File: src/logic/tprf_pkg.sv
// Purpose: shared constants and types for the three-port bit register file
// Assumes: one system clock; device pins sampled synchronously
// Notes: word count and select width fixed by the storage organisation
package tprf_pkg;
    localparam int WORDS = 8;
    localparam int SEL_W = 3;
    localparam logic [7:0] MASTER_RST = 8'h00;
    localparam logic SLAVE_RST = 1'h0;

    typedef logic [SEL_W-1:0] tprf_sel_t;

    typedef struct packed {
        tprf_sel_t write_select;
        tprf_sel_t first_read_select;
        tprf_sel_t second_read_select;
        logic write_bit_in;
    } tprf_req_t;

    typedef struct packed {
        logic first_read_out;
        logic second_read_out;
    } tprf_rsp_t;
endpackage

File: src/logic/tprf_regfile.sv
// Purpose: eight word by one bit register file, one write and two read ports
// Assumes: clock_pulse_in is a plain input sampled on CLOCK
// Notes: pin edges found by comparing with the previous sample
//     a pin pulse shorter than one CLOCK period is not seen at all
//     reset to zero is a choice; the stored bits have no defined power-up value
//
// Functional notes
// - eight one-bit words; at most one write and two reads per cycle
// - falling clock_pulse_in writes write_bit_in into word at write_select
// - rising clock_pulse_in copies the two selected words into the slaves
// - slave_transparent_n low makes outputs follow selected words without edges
`timescale 1ns/10ps
module tprf_regfile
    import tprf_pkg::*;
#(
    parameter int N_WORDS = WORDS,
    parameter int N_SEL = SEL_W
)
(
    input wire logic CLOCK,
    input wire logic RESET_N,
    input wire tprf_pkg::tprf_req_t REQ,
    input wire logic CLOCK_PULSE_IN,
    input wire logic SLAVE_TRANSPARENT_N,
    output tprf_pkg::tprf_rsp_t RSP
);
    import tprf_pkg::*;

    ////////////////////////////////////////////////////////////////////////////
    // the request struct fixes both sizes, so other values cannot be served
    generate
        if (N_WORDS != WORDS || N_SEL != SEL_W || N_WORDS != (1 << N_SEL))
        begin : g_size_check
            $error("tprf_regfile: N_WORDS and N_SEL must match the request layout");
        end
    endgenerate

    logic [N_WORDS-1:0] master_r;
    logic [N_WORDS-1:0] master_nxt;
    logic cp_r;
    logic cp_nxt;
    tprf_rsp_t slave_r;
    tprf_rsp_t slave_nxt;
    logic cp_fall;
    logic cp_rise;

    // word lookup shared by both read ports
    function automatic logic pick(input logic [N_WORDS-1:0] m, input tprf_sel_t s);
        pick = m[s];
    endfunction

    // one-hot mask of a word, used by the checks to isolate untouched words
    function automatic logic [N_WORDS-1:0] word_mask(input tprf_sel_t s);
        word_mask = '0;
        word_mask[s] = 1'h1;
    endfunction

    ////////////////////////////////////////////////////////////////////////////
    // edge detection on the clock pulse pin
    // the pin is only sampled, so a pulse shorter than one CLOCK period is lost
    assign cp_fall = cp_r && !CLOCK_PULSE_IN;
    assign cp_rise = !cp_r && CLOCK_PULSE_IN;
    assign cp_nxt = CLOCK_PULSE_IN;

    ////////////////////////////////////////////////////////////////////////////
    // masters
    always_comb
    begin
        master_nxt = master_r;
        if (cp_fall)
        begin
            master_nxt[REQ.write_select] = REQ.write_bit_in;
        end
    end

    ////////////////////////////////////////////////////////////////////////////
    // slaves; transparency uses the updated masters so a write shows at once
    always_comb
    begin
        slave_nxt = slave_r;
        if (!SLAVE_TRANSPARENT_N || cp_rise)
        begin
            slave_nxt.first_read_out = pick(master_nxt, REQ.first_read_select);
            slave_nxt.second_read_out = pick(master_nxt, REQ.second_read_select);
        end
    end

    // previous pin sample; zero after reset, so a high pin then reads as a rise
    always_ff @(posedge CLOCK or negedge RESET_N)
    begin
        if (!RESET_N)
        begin
            cp_r <= 1'h0;
        end
        else
        begin
            cp_r <= cp_nxt;
        end
    end

    always_ff @(posedge CLOCK or negedge RESET_N)
    begin
        if (!RESET_N)
        begin
            master_r <= MASTER_RST;
        end
        else
        begin
            master_r <= master_nxt;
        end
    end

    always_ff @(posedge CLOCK or negedge RESET_N)
    begin
        if (!RESET_N)
        begin
            slave_r <= {SLAVE_RST, SLAVE_RST};
        end
        else
        begin
            slave_r <= slave_nxt;
        end
    end

    assign RSP = slave_r;
endmodule

File: config.mk
export PLATFORM = sky130hd
export DESIGN_NAME = tprf_regfile
export DESIGN_NICKNAME = d
export VERILOG_FILES = /design/src/logic/tprf_pkg.sv /design/src/logic/tprf_regfile.sv
export SDC_FILE = /design/constraint.sdc
export NUM_CORES = 1
export LEC_CHECK = 0
export BUFFER_PORTS_ARGS = -buffer_cell sky130_fd_sc_hd__clkbuf_2
export CAP_MARGIN = 20
export CORE_MARGIN = 3
export CORE_UTILIZATION = 54
export CTS_CLUSTER_SIZE = 24
export DETAILED_ROUTE_END_ITERATION = 8
export GPL_ROUTABILITY_DRIVEN = 1
export GPL_TIMING_DRIVEN = 0
export PLACE_DENSITY = 0.77
export SYNTH_ARGS = -nofsm -noshare
export SYNTH_HDL_FRONTEND = slang
export SYNTH_SLANG_ARGS = --single-unit
File: constraint.sdc
create_clock -name CLOCK -period 2.1 [get_ports CLOCK]
set_clock_uncertainty 0.2 [all_clocks]
set_input_delay 0.63 -clock CLOCK [delete_from_list [all_inputs] [get_ports CLOCK]]
set_output_delay 0.63 -clock CLOCK [all_outputs]
set_load 0.02 [all_outputs]
== Yosys cells after proc, flatten, opt, wreduce, memory -nomap -nowiden ==
Index checks and enable logic that the tools add are counted.

* $lt $le $gt $ge: 4
* Multiplexer cells: 8
* Reduce and logical (&&, ||, !) cells: 7

{| class="wikitable"
|+ Operator list
! cell !! number
|-
| 3-bit by 4-bit less-than comparator with 1-bit output (second input constant) || 3
|-
| 8-bit bitwise mux || 1
|-
| 8-bit two-way mux || 1
|-
| 1-bit binary-select mux with 3-bit select || 2
|-
| 1-bit demux with 3-bit select || 1
|-
| 3-bit by 1-bit greater-or-equal comparator with 1-bit output (second input constant) || 1
|-
| 1-bit logical AND || 3
|-
| 1-bit zero test || 3
|-
| 1-bit two-way mux || 3
|-
| 1-bit logical OR || 1
|}

* Flip-flop bits (word level): 11
* Input bits: 14
* Output and inout bits: 2
* Logic and storage cells: 23

== Longest topological paths before layout ==
* Word-level depth: 8
* Mapped depth: 6
* Gate-level depth less buffers: 5

== Least setup slack after synthesis ==
OpenSTA, ideal clock, no wires.

* Path kind: input to register
* Start point: input port REQ[9] in the netlist's numbering
* End point: register slave_r (netlist bit RSP[0])
* Library setup time: 139 ps
* Data arrival time: 1,789 ps
* Data required time: 1,761 ps
* Path slack: -27 ps
* Stages: 6
* Path buffers: 1
* Path through: or4b_1 buf_2 o31ai_1 a221oi_2 o21ai_1 a311oi_2

* Word-level cells in the longest chain between the ends: 8
* Elaborated cells on any way between the ends: 9
* Classes of those cells: 2 x order compare; 6 x mux; 1 x reduce/logical

{| class="wikitable"
|+ Ends and longest elaborated chain
! element !! RTL line !! RTL
|-
| start: declaration || tprf_regfile.sv:22 || <nowiki>input wire tprf_pkg::tprf_req_t REQ,</nowiki>
|-
| 3-bit by 4-bit less-than comparator with 1-bit output (not written as such) or 3-bit by 1-bit greater-or-equal comparator with 1-bit output (tied branches) || tprf_regfile.sv:72 || <nowiki>master_nxt[REQ.write_select] = REQ.write_bit_in;</nowiki>
|-
| 1-bit logical AND (not written as such) || tprf_regfile.sv:72 ||
|-
| 1-bit two-way mux (not written as such) || tprf_regfile.sv:72 ||
|-
| 1-bit demux with 3-bit select * || tprf_regfile.sv:72 ||
|-
| 8-bit bitwise mux * || tprf_regfile.sv:72 ||
|-
| 8-bit two-way mux * || tprf_regfile.sv:70 || <nowiki>if (cp_fall)</nowiki>
|-
| 1-bit binary-select mux with 3-bit select * || tprf_regfile.sv:49 || <nowiki>pick = m[s];</nowiki>
|-
| 1-bit two-way mux (not written as such) * || tprf_regfile.sv:49 ||
|-
| end signal: assignment || tprf_regfile.sv:117 || <nowiki>slave_r <= {SLAVE_RST, SLAVE_RST};</nowiki>
|-
| end signal: assignment || tprf_regfile.sv:121 || <nowiki>slave_r <= slave_nxt;</nowiki>
|-
| end: declaration || tprf_regfile.sv:42 || <nowiki>tprf_rsp_t slave_r;</nowiki>
|}

Every way passes the cells marked *; elsewhere a longest branch is shown, timed or not. The select of a mux whose other input is x is not followed.
A chain may end at the register's enable or synchronous reset.

== Final worst setup path ==
* Start point: input port REQ[8] in the netlist's numbering
* End point: register slave_r (netlist bit RSP[0])

The elaborated chain is that of the path after synthesis.

==> impl_summary.txt <==
----------------------------------------------------
[Run status]
  Outcome ... complete, but fails checks
  Violated checks ... setup timing

[Global routing]
  Global-route wire length before repair ... 3920 µm
  Maximum number of pins on one net before global-route repair ... 12
  Number of antenna violations at the first check in global routing ... 0
  M1 GR Usage ... 0.320
  GR Util met3 ... 0.0489
  Overflow left after global routing ... 0
  GR Layer Usage met2 ... 0.391
  Most utilized layer in the global route result ... met2
  Tot GR Track Use ... 0.254
  Number of global-route vias before repair ... around 860

[Timing]
  Final Hold Fails ... 0
  Tcrit/Tclk final ... 1.00
  Highest achievable clock rate ... approximately 0.48 GHz
  Number of slew-limit violations in the final report ... 0
  Final setup violation count ... 1
  Final hold slack ... ~0.024 ns
  Setup WS post-layout ... -0.00305 ns
  Headroom to the max-slew limit ... 0.595
  Post-layout minimum cycle time ... 2.10 ns
  Setup repair after global routing missed its margin ... true
  Slew at the pin closest to its max-slew limit ... between 0.6 and 0.7 ns

[Worst setup path]
  Worst endpoint required time ... between 2 and 2.5 ns
  Logic depth of the worst register-to-register path ... 5
  Arrival time at the worst endpoint ... approximately 2.1 ns
  Type of the worst setup path ... input pin to flop
  Endpoint class of the critical path ... flop
  Critical path startpoint category ... input pin
  Crit-path max FO ... 7

[Layout]
  Share of cells above drive strength 1 ... 0.286
  Synthesis-to-finish area growth ... 20.3%
  Area used by sequential logic in the layout ... roughly 280 µm²
  Most common cell after layout, fill and taps aside ... sky130_fd_sc_hd__nor2_1
  Combined area of the multi-input logic cells ... between 600 and 700 µm²
  Number of nets in the layout ... roughly 150
  Ant. Diodes ... 0
  Filler cell count in the final layout ... between 100 and 150
  Commonest cells after routing, fill and taps aside ... sky130_fd_sc_hd__nor2_1 (14), sky130_fd_sc_hd__dfrtp_1 (10), sky130_fd_sc_hd__clkbuf_2 (10)

[Clocking]
  Clock Path Buffers ... 2
  Clock Pin Slew Worst Setup and Hold Paths ... approximately 0.07 ns
  Clock Latency Late Sink ... 0.28 ns
  Clock buffers created by TritonCTS ... 3
  Maximum level of the CTS H-tree ... 1
  Clock tree root driver cell ... sky130_fd_sc_hd__clkbuf_4
  Number of clock sinks seen by CTS ... 11
  Clock tree from TritonCTS ... built

[Place]
  Count of buffers from port buffering ... 12
  Detailed-placement wirelength estimate ... approximately 1800 µm
  Final GP Congestion ... between 0.8 and 0.9

[Synth]
  Syn Inst Count ... approximately 120
  Main combinational cell family by area after synthesis ... compound AO/OA/AOI/OAI gates
  Complex-gate fraction of the synthesized area ... 0.314
  Area share of fa/ha/maj cells after synthesis ... 0
  Share of the yosys chip area belonging to registers ... 0.293
  Synth Register Bits ... 11
  Simple-gate area share of the yosys netlist ... 0.261
  Library cell with the largest summed area after synthesis ... sky130_fd_sc_hd__dfrtp_1
  Top post-synthesis cells by area ... sky130_fd_sc_hd__dfrtp_1 (29%), sky130_fd_sc_hd__mux2_2 (6.0%), sky130_fd_sc_hd__nor2_1 (5.6%)
  Mean post-synth cell area ... between 8 and 9 µm²
  Share of the synthesized netlist area taken by xor and xnor gates ... 0
  Yosys warns ... 0
  Library cells used by synthesis ... 35
  Mux share of post-synthesis cell area ... 0.0811
  Share of Yosys cell area claimed by the top area cell type ... 0.293
  Syn_nets ... about 130
  Mapped Area ... between 900 and 1000 µm²

[Pwr]
  Overall power after layout ... between 0.6 and 0.7 mW
  Logic gate share of total power ... 0.350
  Psw ... 0.250 mW
  Pwr per Cell Area ... ~600 nW/µm²
  Switching share of power ... 0.363
  Internal power of the cells ... between 0.4 and 0.5 mW
  Maximum vdd ir drop ... 0.543 mV
  Clock power share ... 0.222
  Pleak ... ~0.46 nW
  Proportion of power drawn by flip-flops and latches ... 0.428

[Floorplan]
  Row Count ... 14
  Starting density of the core ... 0.597
  Floorplan die width ... 47.7 µm
  I/O pin count ... 16
  Die Span Y ... 47.7 µm
  Area inside the core boundary ... 1580 µm²
  Overall die area ... 2280 µm²

[Drt]
  Post-DR wirelength/cell ... roughly 18 µm
  Number of remaining DRC errors ... 0
  DRC violation total after the first TritonRoute iteration ... just over 40
  Remaining number of nets flagged by the antenna check after routing ... 0
  1st-pass router iterations ... 4
  Total wire length ... ~2600 µm
  Mean number of vias per cell ... about 6.6
  Total via count after detailed routing ... between 900 and 1000

[Min path]
  Min-Delay Path Class ... input pin to asynchronous set/reset pin

[Job]
  Max-Cap Viols ... 0

----------------------------------------------------
==> cells by family after synthesis <==
kind of cell | count (synthesis)
simple gates | 44
buf+inv | 12
mux | 7
compound gates | 41
flops | 11
==> sequential cells by signal, indices dropped and copies added, names as in the netlist <==
name      count
RSP           2
cp_r          1
master_r      8
==> area by class of cell <==
class / instances / area share
buffer: 9 / 0.0398
clock buffer: 4 / 0.0232
sequential: 11 / 0.244
inverter: 3 / 0.00994
tap: 16 / 0.0177
timing repair buffer: 14 / 0.0829
multi-input combinational: 92 / 0.582
==> routing by layer <==
layer  share of wire  up-vias
met2            0.49       50
met3           0.081        6
met1            0.41      464
met4           0.022        0
li1                -      470
met5               0        -
==> per-stage QoR <==
| step | utilization | cells | setup TNS [ns] | setup slack, ns | area (µm²) |
|---|---|---|---|---|---|
| floorplan | - | 115 | -0.0548 | -0.0274 | 941 |
| global placement | 0.648 | 143 | -0.802 | -0.287 | 1020 |
| detailed placement | 0.648 | 143 | -0.799 | -0.285 | 1020 |
| CTS | 0.664 | 147 | 0 | 0.00904 | 1050 |
| global route | 0.718 | 149 | -0.0130 | -0.0130 | 1130 |
| finish | 0.718 | 149 | -0.00305 | -0.00305 | 1130 |
==> worst max-delay path, cell delays in order <==
cell,delay [ns]
sky130_fd_sc_hd__buf_8,0.10
sky130_fd_sc_hd__or4b_4,0.53
sky130_fd_sc_hd__buf_6,0.15
sky130_fd_sc_hd__a221oi_2,0.26
sky130_fd_sc_hd__o21ai_1,0.13
sky130_fd_sc_hd__a311oi_2,0.28
==> synthesized netlist by cell type, drive strengths merged <==
cell type,count
mux2,5
nand4bb,2
dfrtp,11
nand3,4
nand4b,1
buf,5
a211o,2
o31ai,3
nand2b,5
a21oi,9
a311oi,3
nor3,1
o21bai,2
o21ai,11
o221ai,2
nor2,14
nor2b,3
a211oi,1
mux2i,2
a32oi,2
a221oi,3
nor4b,1
nand2,8
and4bb,1
nor3b,2
inv,3
a31oi,2
or4b,1
a21boi,1
clkbuf,4
nor4bb,1
==> path summary, 6_finish.rpt <==
kind / startpoint / to / slack (ns)
max: REQ[8] / RSP[0]$_DFFE_PN0P_ / -0.003
min: RESET_N / master_r[1]$_DFF_PN0_ / 0.02
max reg2reg: cp_r$_DFF_PN0_ / RSP[0]$_DFFE_PN0P_ / 0.07
min reg2reg: master_r[1]$_DFF_PN0_ / master_r[1]$_DFF_PN0_ / 0.33
max in group asynchronous: RESET_N / cp_r$_DFF_PN0_ / 1.42
min in group CLOCK: CLOCK_PULSE_IN / cp_r$_DFF_PN0_ / 0.31
==> repair_timing <==
action                     in CTS  in global routing
buffers inserted                0                  2
resized for setup               0                 23
setup endpoints to repair       0                  2
hold buffers                    0                  0
==> power groups by stage <==
stage | clock (mW) | combinational (mW) | sequential [mW]
2_1_floorplan | 0 | 0.157 | 0.292
3_3_place_gp | 0 | 0.208 | 0.293
3_5_place_dp | 0 | 0.218 | 0.296
4_1_cts | 0.159 | 0.219 | 0.292
5_1_grt | 0.171 | 0.267 | 0.299
6_report | 0.153 | 0.241 | 0.295
Power figures use the tool's default switching activity.
